[src/sil_pkg.sv]
// Register map and field layout of the debug port system interface layer.
// Assumes an 8-bit register access from the port's access layer.
package sil_pkg;
    localparam logic [3:0] CTRL_DIV_OFFSET = 4'h9;
    localparam logic [3:0] SYS_CTRL_OFFSET = 4'ha;
    localparam logic [3:0] SYS_STATUS_OFFSET = 4'hb;
    localparam logic [3:0] CRC_STATUS_OFFSET = 4'hc;
    localparam logic [3:0] MESSAGE_OFFSET = 4'hd;
    localparam logic [3:0] RESET_REQ_OFFSET = 4'h8;
    localparam logic [1:0] DIV_RESET = 2'h3;
    localparam logic [1:0] DIV_RECOMMENDED = 2'h2;
    localparam logic [7:0] SYS_CTRL_RESET = 8'h00;
    localparam logic [7:0] SYS_STATUS_RESET = 8'h01;
    localparam logic [7:0] RESET_SIGNATURE = 8'h59;
    localparam int CLK_REQ_BIT = 0;
    localparam int ROW_DONE_BIT = 1;
    localparam int LOCKED_BIT = 0;
    localparam int BOOT_BIT = 1;
    localparam int ROW_PROG_BIT = 2;
    localparam int NVM_PROG_BIT = 3;
    localparam int ASLEEP_BIT = 4;
    localparam int RST_ACTIVE_BIT = 5;
    localparam logic [2:0] CRC_OFF = 3'h0;
    localparam logic [2:0] CRC_BUSY = 3'h1;
    localparam logic [2:0] CRC_OK = 3'h2;
    localparam logic [2:0] CRC_FAIL = 3'h3;
endpackage : sil_pkg

[src/sil_sync.sv]
// Two-flip-flop synchroniser for levels arriving from the system domain.
// Assumes inputs change slowly compared with the clock.
`timescale 1ns/1ps
module sil_sync #(
    parameter int WIDTH = 8
) (
    // Clock and reset
    input wire logic clock,
    input wire logic rst_n,
    // Data
    input wire logic [WIDTH-1:0] async_in,
    output logic [WIDTH-1:0] sync_out
);
    logic [WIDTH-1:0] stage;

    if (WIDTH < 1) begin : g_width_check
        $error("synchroniser width must be at least one");
    end

    always_ff @(posedge clock or negedge rst_n) begin
        if (!rst_n) begin
            stage <= '0;
            sync_out <= '0;
        end else begin
            stage <= async_in;
            sync_out <= stage;
        end
    end
endmodule : sil_sync

[src/sil_clock_div.sv]
// Port clock divider: a one-cycle tick at the selected fraction of the clock.
// Assumes clock is the undivided internal oscillator.
`timescale 1ns/1ps
module sil_clock_div (
    // Clock and reset
    input wire logic clock,
    input wire logic rst_n,
    // Control
    input wire logic [1:0] div_select,
    output logic port_tick
);
    logic [2:0] count;
    logic [2:0] limit;

    // Divide by 2 to the power of the select code
    always_comb begin
        limit = 3'((4'h1 << div_select) - 4'h1);
    end

    always_ff @(posedge clock or negedge rst_n) begin
        if (!rst_n) begin
            count <= '0;
            port_tick <= 1'b0;
        end else if (count >= limit) begin
            count <= '0;
            port_tick <= 1'b1;
        end else begin
            count <= count + 3'h1;
            port_tick <= 1'b0;
        end
    end
endmodule : sil_clock_div

[src/sil_regs.sv]
// System interface layer registers of the single-pin debug port.
// Assumes register accesses come from the access layer on clock; system-side
// status levels come from another domain and are synchronised here.
`timescale 1ns/1ps

// Notes on behaviour
// - Divider select, reset code 3, divide 8
// - Row-done write lets boot code continue
// - Row-done write needs active user-row key
// - Early row-done write gets no protection
// - Clock request bit drives system clock request
// - Clock request cleared disabled, set enabled
// - Reset-active sticky while reset, clear on read
// - Asleep bit follows system sleep state
// - Memory-programming permission from boot code
// - Row-programming permission, adapter then writes done
// - Boot complete bit gates access layer
// - Locked bit resets one, clears after erase
// - CRC status field encodes four states
// - CPU message byte readable by port only
// - Message read clears message valid flag
// - Signature 0x59 holds reset, bit0 shows
module sil_regs
    import sil_pkg::*;
(
    // Clock and reset
    input wire logic clock,
    input wire logic rst_n,
    // Register access from access layer
    input wire logic [3:0] reg_addr,
    input wire logic reg_write,
    input wire logic reg_read,
    input wire logic [7:0] reg_wdata,
    output logic [7:0] reg_rdata,
    // Port enable and keys
    input wire logic port_enabled,
    input wire logic row_key_active,
    // System-side status, asynchronous
    input wire logic sys_in_reset,
    input wire logic sys_asleep,
    input wire logic sys_nvm_permit,
    input wire logic sys_row_permit,
    input wire logic sys_boot_done,
    input wire logic sys_locked,
    input wire logic [2:0] sys_crc_state,
    input wire logic sys_msg_written,
    input wire logic [7:0] sys_msg_byte,
    // Outputs to system and port
    output logic system_clock_request,
    output logic user_row_done,
    output logic system_reset_hold,
    output logic access_layer_open,
    output logic port_tick,
    output logic cpu_message_valid
);
    logic [1:0] port_clock_divider_select;
    logic system_reset_active;
    logic [7:0] cpu_message_byte;
    logic [15:0] sync_status;
    logic [7:0] sync_msg;
    logic msg_seen;
    logic tick_raw;
    logic enabled_prev;
    logic [1:0] locked_sync;

    function automatic logic hit(input logic [3:0] addr, input logic [3:0] offset);
        return addr == offset;
    endfunction : hit

    // Synchronised vector: 15 message written, 14 in reset, 13 asleep,
    // 12 memory permit, 11 row permit, 10 boot done, 8:6 CRC state,
    // 5 port enabled, 4 row key; bit 9 and bits 3:0 are spare
    sil_sync #(.WIDTH(16)) u_status_sync (
        .clock(clock),
        .rst_n(rst_n),
        .async_in({sys_msg_written, sys_in_reset, sys_asleep, sys_nvm_permit, sys_row_permit,
                   sys_boot_done, 1'b0, sys_crc_state, port_enabled, row_key_active,
                   4'h0}),
        .sync_out(sync_status)
    );

    sil_sync #(.WIDTH(8)) u_msg_sync (
        .clock(clock),
        .rst_n(rst_n),
        .async_in(sys_msg_byte),
        .sync_out(sync_msg)
    );

    sil_clock_div u_div (
        .clock(clock),
        .rst_n(rst_n),
        .div_select(port_clock_divider_select),
        .port_tick(tick_raw)
    );

    // Divider select; other settings are the adapter's choice
    always_ff @(posedge clock or negedge rst_n) begin
        if (!rst_n) begin
            port_clock_divider_select <= DIV_RESET;
        end else if (reg_write && hit(reg_addr, CTRL_DIV_OFFSET)) begin
            port_clock_divider_select <= reg_wdata[1:0];
        end
    end

    always_ff @(posedge clock or negedge rst_n) begin
        if (!rst_n) begin
            port_tick <= 1'b0;
        end else begin
            port_tick <= tick_raw;
        end
    end

    // Clock request follows enable edges, then software writes
    always_ff @(posedge clock or negedge rst_n) begin
        if (!rst_n) begin
            enabled_prev <= 1'b0;
            system_clock_request <= SYS_CTRL_RESET[CLK_REQ_BIT];
        end else begin
            enabled_prev <= sync_status[5];
            if (!sync_status[5]) begin
                system_clock_request <= 1'b0;
            end else if (!enabled_prev) begin
                system_clock_request <= 1'b1;
            end else if (reg_write && hit(reg_addr, SYS_CTRL_OFFSET)) begin
                system_clock_request <= reg_wdata[CLK_REQ_BIT];
            end
        end
    end

    // No check against row data already in RAM: early writes go through
    always_ff @(posedge clock or negedge rst_n) begin
        if (!rst_n) begin
            user_row_done <= SYS_CTRL_RESET[ROW_DONE_BIT];
        end else if (reg_write && hit(reg_addr, SYS_CTRL_OFFSET) && sync_status[4]) begin
            user_row_done <= reg_wdata[ROW_DONE_BIT];
        end
    end

    always_ff @(posedge clock or negedge rst_n) begin
        if (!rst_n) begin
            system_reset_hold <= 1'b0;
        end else if (reg_write && hit(reg_addr, RESET_REQ_OFFSET)) begin
            system_reset_hold <= (reg_wdata == RESET_SIGNATURE);
        end
    end

    // Sticky; a live reset wins over the read clear
    always_ff @(posedge clock or negedge rst_n) begin
        if (!rst_n) begin
            system_reset_active <= SYS_STATUS_RESET[RST_ACTIVE_BIT];
        end else if (sync_status[14] || system_reset_hold) begin
            system_reset_active <= 1'b1;
        end else if (reg_read && hit(reg_addr, SYS_STATUS_OFFSET)) begin
            system_reset_active <= 1'b0;
        end
    end

    always_ff @(posedge clock or negedge rst_n) begin
        if (!rst_n) begin
            access_layer_open <= 1'b0;
        end else begin
            access_layer_open <= sync_status[10];
        end
    end

    // Lock has its own pair so it reads locked straight out of reset
    always_ff @(posedge clock or negedge rst_n) begin
        if (!rst_n) begin
            locked_sync <= {2{SYS_STATUS_RESET[LOCKED_BIT]}};
        end else begin
            locked_sync <= {locked_sync[0], sys_locked};
        end
    end

    // Message capture on write edge; a new write wins over a read clear
    always_ff @(posedge clock or negedge rst_n) begin
        if (!rst_n) begin
            msg_seen <= 1'b0;
            cpu_message_byte <= '0;
            cpu_message_valid <= 1'b0;
        end else begin
            msg_seen <= sync_status[15];
            if (sync_status[15] && !msg_seen) begin
                cpu_message_byte <= sync_msg;
                cpu_message_valid <= 1'b1;
            end else if (reg_read && hit(reg_addr, MESSAGE_OFFSET)) begin
                cpu_message_valid <= 1'b0;
            end
        end
    end

    // Read mux; unmapped and unused bits read zero
    always_ff @(posedge clock or negedge rst_n) begin
        if (!rst_n) begin
            reg_rdata <= '0;
        end else if (reg_read) begin
            unique case (reg_addr)
                CTRL_DIV_OFFSET: reg_rdata <= {6'h0, port_clock_divider_select};
                SYS_CTRL_OFFSET: reg_rdata <= {6'h0, user_row_done, system_clock_request};
                SYS_STATUS_OFFSET: reg_rdata <= {2'h0, system_reset_active | sync_status[14],
                    sync_status[13], sync_status[12], sync_status[11],
                    sync_status[10], locked_sync[1]};
                CRC_STATUS_OFFSET: reg_rdata <= {5'h0, sync_status[8:6]};
                MESSAGE_OFFSET: reg_rdata <= cpu_message_byte;
                RESET_REQ_OFFSET: reg_rdata <= {7'h0, system_reset_hold};
                default: reg_rdata <= '0;
            endcase
        end
    end

    AST_DIV_WRITE: assert property (@(posedge clock) disable iff (!rst_n)
        reg_write && hit(reg_addr, CTRL_DIV_OFFSET) |=> port_clock_divider_select == $past(reg_wdata[1:0]))
        else $error("divider select not written");

    AST_DIV_READ: assert property (@(posedge clock) disable iff (!rst_n)
        reg_read && hit(reg_addr, CTRL_DIV_OFFSET) |=> reg_rdata == {6'h0, $past(port_clock_divider_select)})
        else $error("divider select read wrong");

    AST_ROW_KEY: assert property (@(posedge clock) disable iff (!rst_n)
        !sync_status[4] |=> $stable(user_row_done))
        else $error("row done changed without key");

    AST_ROW_WRITE: assert property (@(posedge clock) disable iff (!rst_n)
        sync_status[4] && reg_write && hit(reg_addr, SYS_CTRL_OFFSET)
        |=> user_row_done == $past(reg_wdata[ROW_DONE_BIT]))
        else $error("row done not written with key");

    AST_CLK_DISABLED: assert property (@(posedge clock) disable iff (!rst_n)
        !sync_status[5] |=> !system_clock_request)
        else $error("clock request held while disabled");

    AST_CLK_ENABLE: assert property (@(posedge clock) disable iff (!rst_n)
        sync_status[5] && !enabled_prev |=> system_clock_request)
        else $error("clock request not raised on enable");

    AST_CLK_WRITE: assert property (@(posedge clock) disable iff (!rst_n)
        sync_status[5] && enabled_prev && reg_write && hit(reg_addr, SYS_CTRL_OFFSET)
        |=> system_clock_request == $past(reg_wdata[CLK_REQ_BIT]))
        else $error("clock request not written");

    AST_CTRL_READ: assert property (@(posedge clock) disable iff (!rst_n)
        reg_read && hit(reg_addr, SYS_CTRL_OFFSET)
        |=> reg_rdata[ROW_DONE_BIT] == $past(user_row_done) && reg_rdata[CLK_REQ_BIT] == $past(system_clock_request)
            && reg_rdata[7:2] == 6'h0)
        else $error("control read wrong");

    AST_RESET_SIG: assert property (@(posedge clock) disable iff (!rst_n)
        reg_write && hit(reg_addr, RESET_REQ_OFFSET) |=> system_reset_hold == ($past(reg_wdata) == RESET_SIGNATURE))
        else $error("reset signature decode wrong");

    AST_HOLD_READ: assert property (@(posedge clock) disable iff (!rst_n)
        reg_read && hit(reg_addr, RESET_REQ_OFFSET) |=> reg_rdata == {7'h0, $past(system_reset_hold)})
        else $error("reset request read wrong");

    AST_RST_STICKY: assert property (@(posedge clock) disable iff (!rst_n)
        system_reset_hold |=> system_reset_active)
        else $error("reset active not set");

    AST_RST_CLEAR: assert property (@(posedge clock) disable iff (!rst_n)
        reg_read && hit(reg_addr, SYS_STATUS_OFFSET) && !sync_status[14] && !system_reset_hold
        |=> !system_reset_active)
        else $error("reset active not cleared by read");

    AST_STATUS_READ: assert property (@(posedge clock) disable iff (!rst_n)
        reg_read && hit(reg_addr, SYS_STATUS_OFFSET)
        |=> reg_rdata[ASLEEP_BIT] == $past(sync_status[13])
            && reg_rdata[NVM_PROG_BIT] == $past(sync_status[12])
            && reg_rdata[ROW_PROG_BIT] == $past(sync_status[11])
            && reg_rdata[BOOT_BIT] == $past(sync_status[10])
            && reg_rdata[LOCKED_BIT] == $past(locked_sync[1])
            && reg_rdata[7:6] == 2'h0)
        else $error("status bit out of place");

    AST_ACCESS_GATE: assert property (@(posedge clock) disable iff (!rst_n)
        !sync_status[10] |=> !access_layer_open)
        else $error("access layer open before boot done");

    AST_CRC_READ: assert property (@(posedge clock) disable iff (!rst_n)
        reg_read && hit(reg_addr, CRC_STATUS_OFFSET) |=> reg_rdata == {5'h0, $past(sync_status[8:6])})
        else $error("crc status read wrong");

    AST_MSG_CAPTURE: assert property (@(posedge clock) disable iff (!rst_n)
        sync_status[15] && !msg_seen |=> cpu_message_valid && cpu_message_byte == $past(sync_msg))
        else $error("message not captured");

    AST_MSG_CLEAR: assert property (@(posedge clock) disable iff (!rst_n)
        reg_read && hit(reg_addr, MESSAGE_OFFSET) && !(sync_status[15] && !msg_seen) |=> !cpu_message_valid)
        else $error("message valid not cleared");

    AST_UNMAPPED: assert property (@(posedge clock) disable iff (!rst_n)
        reg_read && reg_addr > MESSAGE_OFFSET |=> reg_rdata == 8'h00)
        else $error("unmapped read not zero");

    COV_MSG: cover property (@(posedge clock) disable iff (!rst_n) cpu_message_valid ##[1:20] !cpu_message_valid);
    COV_RESET: cover property (@(posedge clock) disable iff (!rst_n) $rose(system_reset_hold));
    COV_ROW: cover property (@(posedge clock) disable iff (!rst_n) $rose(user_row_done));
    COV_ENABLE: cover property (@(posedge clock) disable iff (!rst_n) $rose(system_clock_request));
    COV_ACCESS: cover property (@(posedge clock) disable iff (!rst_n) $rose(access_layer_open));
endmodule : sil_regs

[config.mk]
export PLATFORM = sky130hd
export DESIGN_NAME = sil_regs
export DESIGN_NICKNAME = d
export VERILOG_FILES = /design/src/sil_pkg.sv /design/src/sil_sync.sv /design/src/sil_clock_div.sv /design/src/sil_regs.sv
export SDC_FILE = /design/constraint.sdc
export NUM_CORES = 1
export LEC_CHECK = 0
export BUFFER_PORTS_ARGS = -buffer_cell sky130_fd_sc_hd__buf_2
export CORE_MARGIN = 4
export CORE_UTILIZATION = 57
export CTS_CLUSTER_DIAMETER = 50
export CTS_CLUSTER_SIZE = 14
export DETAILED_ROUTE_END_ITERATION = 12
export PLACE_DENSITY = 0.86
export SYNTH_ARGS = -nofsm -noshare
export SYNTH_HDL_FRONTEND = slang
export SYNTH_SLANG_ARGS = --single-unit
[constraint.sdc]
create_clock -name clock -period 2.25 [get_ports clock]
set_input_delay 0.3375 -clock clock [delete_from_list [all_inputs] [get_ports clock]]
set_output_delay 0.3375 -clock clock [all_outputs]
set_load 0.1 [all_outputs]
==> flow_summary.yaml <==
floorplanning:
  die_y_um: 73.9
  start_util: 0.605
  fp.dieArea_um2: 5460
  die_x_um: 73.9
  coreArea_um2: 4090
  num_io_pins: 50
  num_rows: 23
worst_setup_path:
  max_stage_delay_ns: 0.39
  critical_path_arrival_ns: 1.87
  critPathSlowestCell: "dfstp_2"
  worst-setup-path-type: "reg2reg"
  crit_end: "u_div.count[2]"
  crit_fanout: 5
  critPathCaptureType: "flop"
  required_ns: 2.50
  crit_path_start: "port_clock_divider_select[1]"
  timing.rr.end: "u_div.count[2]"
  cp_cell_sequence: "or2_2, ha_1, nand2b_1, a21o_1, a211oi_1"
  worst-r2r-cell-count: 5
  rrSetupSlack_ns: 0.63
  critPathLaunchType: "flop"
  rr_startpoint: "port_clock_divider_select[1]"
placement:
  dp_cells: 261
  hpwl_um: 2910
  globalplace.congestion: 0.820
  io_buffer_count: 49
job:
  drv_cap: 0
timing:
  setup_violations: 0
  finalMaxSlewViolations: 0
  fmax_mhz: 617
  skew_ns: 0.00687
  layout_min_cycle_time_ns: 1.62
  rsz0062_at_grt: "false"
  slew_headroom: 0.652
  worst_slew_pin_slew_ns: 0.523
  tns_ns: 0
  min_period_over_period: 0.720
  hold_viol: 0
  hold_ws_ns: 0.0925
pwr:
  powerDensity_nw_per_um2: 959
  p_sw_uw: 851
  combinationalPowerShare: 0.173
  pwr-share-seq: 0.517
  pwr-share-clk: 0.310
  vdd_drop_max_mv: 0.614
  netSwitchingFraction: 0.300
  p_leak_nw: 1.38
  p_int_mw: 1.99
clock_tree:
  clk_latency_ns: 0.34
  cts_buffers: 9
  cts_root_buffer: "clkbuf_8"
  cts_buffer_depth: 2
  cts.sinks: 71
  cts_resized: 0
  cts_tree: "yes"
  htreeDepth: 3
  path_clk_slew_ns: 0.07
final_layout:
  fin_nets: 263
  syn_to_final_growth_pct: 19.8
  fill_cells: 273
  final_cell_mix: "67 x dfrtp_1, 49 x buf_2, 14 x mux2_2"
  finalNonFillerCells: 278
  layout-drive-gt1-share: 0.382
  diodes: 0
  mostFrequentLayoutCell: "dfrtp_1"
synth:
  syn_area_um2: 2470
  ys_ff_latch: 71
  ys_types: 37
  ys_seq_area_frac: 0.721
  synthesis.nets: 205
  synth_area_per_cell_um2: 15.0
  syn_inst: 165
  ys_warn_count: 0
route:
  drt_iter0_markers: 66
  viasPerCell: 5.26
  drc: 0
  vias: 1462
  drt_first_pass_iters: 4
  routed_wl_um: 4180
  ant_nets: 0
  wl_per_cell_um: 15.0
grt:
  grt_overflow_total: 0
  gr-usage-all-layers: 0.180
  antenna_found_initial: 0
  grt_pass1_vias: 1473
  grt_max_degree: 50
  grt_pass1_wl_um: 6990
hold_path:
  min_path_type: "in2reg"
outcome:
  status: "finished clean"
[kinds of logic (layout without fill, tap and decap cells)]
logic type | count (synthesis) | count (layout) | share of synthesized area
flip-flops | 71 | 71 | 0.721
AO/OA/AOI/OAI | 26 | 26 | 0.0774
adder cells (fa/ha/maj) | 4 | 4 | 0.0202
multiplexers | 16 | 16 | 0.0719
XOR/XNOR | 1 | 1 | 0.00354
AND/OR/NAND/NOR | 30 | 30 | 0.0759
buffers and inverters | 17 | 80 | 0.0304
[per-layer routing]
layer / up-vias / global-route usage / share of wire
met5: - / 0 / 0
met3: 10 / 0.0889 / 0.096
li1: 697 / - / -
met1: 707 / 0.229 / 0.41
met4: 0 / 0.0805 / 0.018
met2: 48 / 0.261 / 0.47
[cell type report]
class                   instances  area [um^2]  share of cell area
inverters                      12         45.0              0.0152
flip-flops and latches         71         1780               0.602
clock buffers                  10          128              0.0431
clock inverters                 6         46.3              0.0156
well taps                      50         62.6              0.0211
repair buffers                 52          283              0.0955
multi-input cells              77          616               0.208
[state kept, by name (all words and copies together) (netlist names)]
| signal | count |
|---|---|
| u_div.count | 3 |
| enabled_prev | 1 |
| u_div.port_tick | 1 |
| system_clock_request | 1 |
| system_reset_hold | 1 |
| user_row_done | 1 |
| system_reset_active | 1 |
| u_status_sync.stage | 11 |
| u_msg_sync.sync_out | 8 |
| u_status_sync.sync_out | 11 |
| locked_sync | 2 |
| access_layer_open | 1 |
| port_tick | 1 |
| cpu_message_byte | 8 |
| cpu_message_valid | 1 |
| u_msg_sync.stage | 8 |
| reg_rdata | 8 |
| msg_seen | 1 |
| port_clock_divider_select | 2 |
[power by group through the flow]
stage | sequential, mW | combinational [mW] | clock (mW)
floorplan | 1.63 | 0.219 | 0
global placement | 1.49 | 0.485 | 0
detailed placement | 1.49 | 0.495 | 0
CTS | 1.47 | 0.497 | 0.909
global route | 1.48 | 0.541 | 0.969
finish | 1.47 | 0.492 | 0.880
[what timing repair did]
item | CTS | global route
endpoints found under the setup margin | 0 | 0
buffers inserted | 0 | 0
endpoints found under the hold margin | 18 | 0
hold buffers | 1 | 0
[per-stage QoR]
step / total power, mW / setup slack [ns] / cell area [um^2] / utilization
5_1_grt: 2.99 / 0.537 / 2960 / 0.725
4_1_cts: 2.88 / 0.615 / 2960 / 0.725
3_5_place_dp: 1.99 / 0.605 / 2780 / 0.680
3_3_place_gp: 1.97 / 0.683 / 2780 / 0.680
2_1_floorplan: 1.85 / 0.653 / 2470 / -
6_report: 2.84 / 0.630 / 2960 / 0.725
[worst max-delay path, delay by kind of cell, from the launching register on]
family | cells | cell delay, ns
AO/OA/AOI/OAI | 2 | 0.45
AND/OR/NAND/NOR | 2 | 0.43
flip-flops | 1 | 0.39
adder cells (fa/ha/maj) | 1 | 0.26
[how the worst min path moves through the flow]
stage                                 from                 endpoint  slack (ns)  cells past startpoint
final                           sys_locked           locked_sync[0]        0.09                      1
after global routing      sys_crc_state[1]   u_status_sync.stage[7]        0.07                      1
after CTS                     sys_in_reset  u_status_sync.stage[14]        0.07                      1
after detailed placement   u_div.port_tick                port_tick        0.33                      0
after global placement               rst_n                port_tick        0.33                      1
after floorplan                      rst_n        access_layer_open        0.04                      0
[synthesized netlist by cell type]
| master | count | area, um^2 |
|---|---|---|
| a211o_1 | 1 | 8.76 |
| a211oi_1 | 3 | 22.5 |
| a21o_1 | 3 | 22.5 |
| a22oi_1 | 4 | 30.0 |
| a31oi_1 | 1 | 6.26 |
| a32oi_1 | 1 | 8.76 |
| and3b_1 | 1 | 8.76 |
| and4b_1 | 1 | 10.0 |
| and4b_4 | 1 | 13.8 |
| buf_2 | 3 | 15.0 |
| buf_6 | 1 | 11.3 |
| clkbuf_1 | 1 | 3.75 |
| dfrtp_1 | 67 | 1680 |
| dfstp_2 | 4 | 105 |
| ha_1 | 4 | 50.1 |
| inv_1 | 12 | 45.0 |
| mux2_2 | 14 | 158 |
| mux2i_1 | 2 | 20.0 |
| nand2_1 | 8 | 30.0 |
| nand2b_1 | 4 | 25.0 |
| nand3_1 | 3 | 15.0 |
| nand3b_1 | 1 | 7.51 |
| nand4_1 | 1 | 6.26 |
| nand4b_1 | 2 | 17.5 |
| nor2_1 | 1 | 3.75 |
| nor2b_1 | 2 | 12.5 |
| nor3_1 | 1 | 5.00 |
| nor4bb_1 | 2 | 20.0 |
| o21ai_0 | 3 | 15.0 |
| o221ai_1 | 2 | 17.5 |
| o22a_1 | 1 | 8.76 |
| o22ai_1 | 4 | 25.0 |
| o31ai_1 | 1 | 7.51 |
| o32a_1 | 1 | 10.0 |
| o41ai_1 | 1 | 8.76 |
| or2_2 | 2 | 12.5 |
| xnor2_1 | 1 | 8.76 |
(Power assumes the default switching activity.)
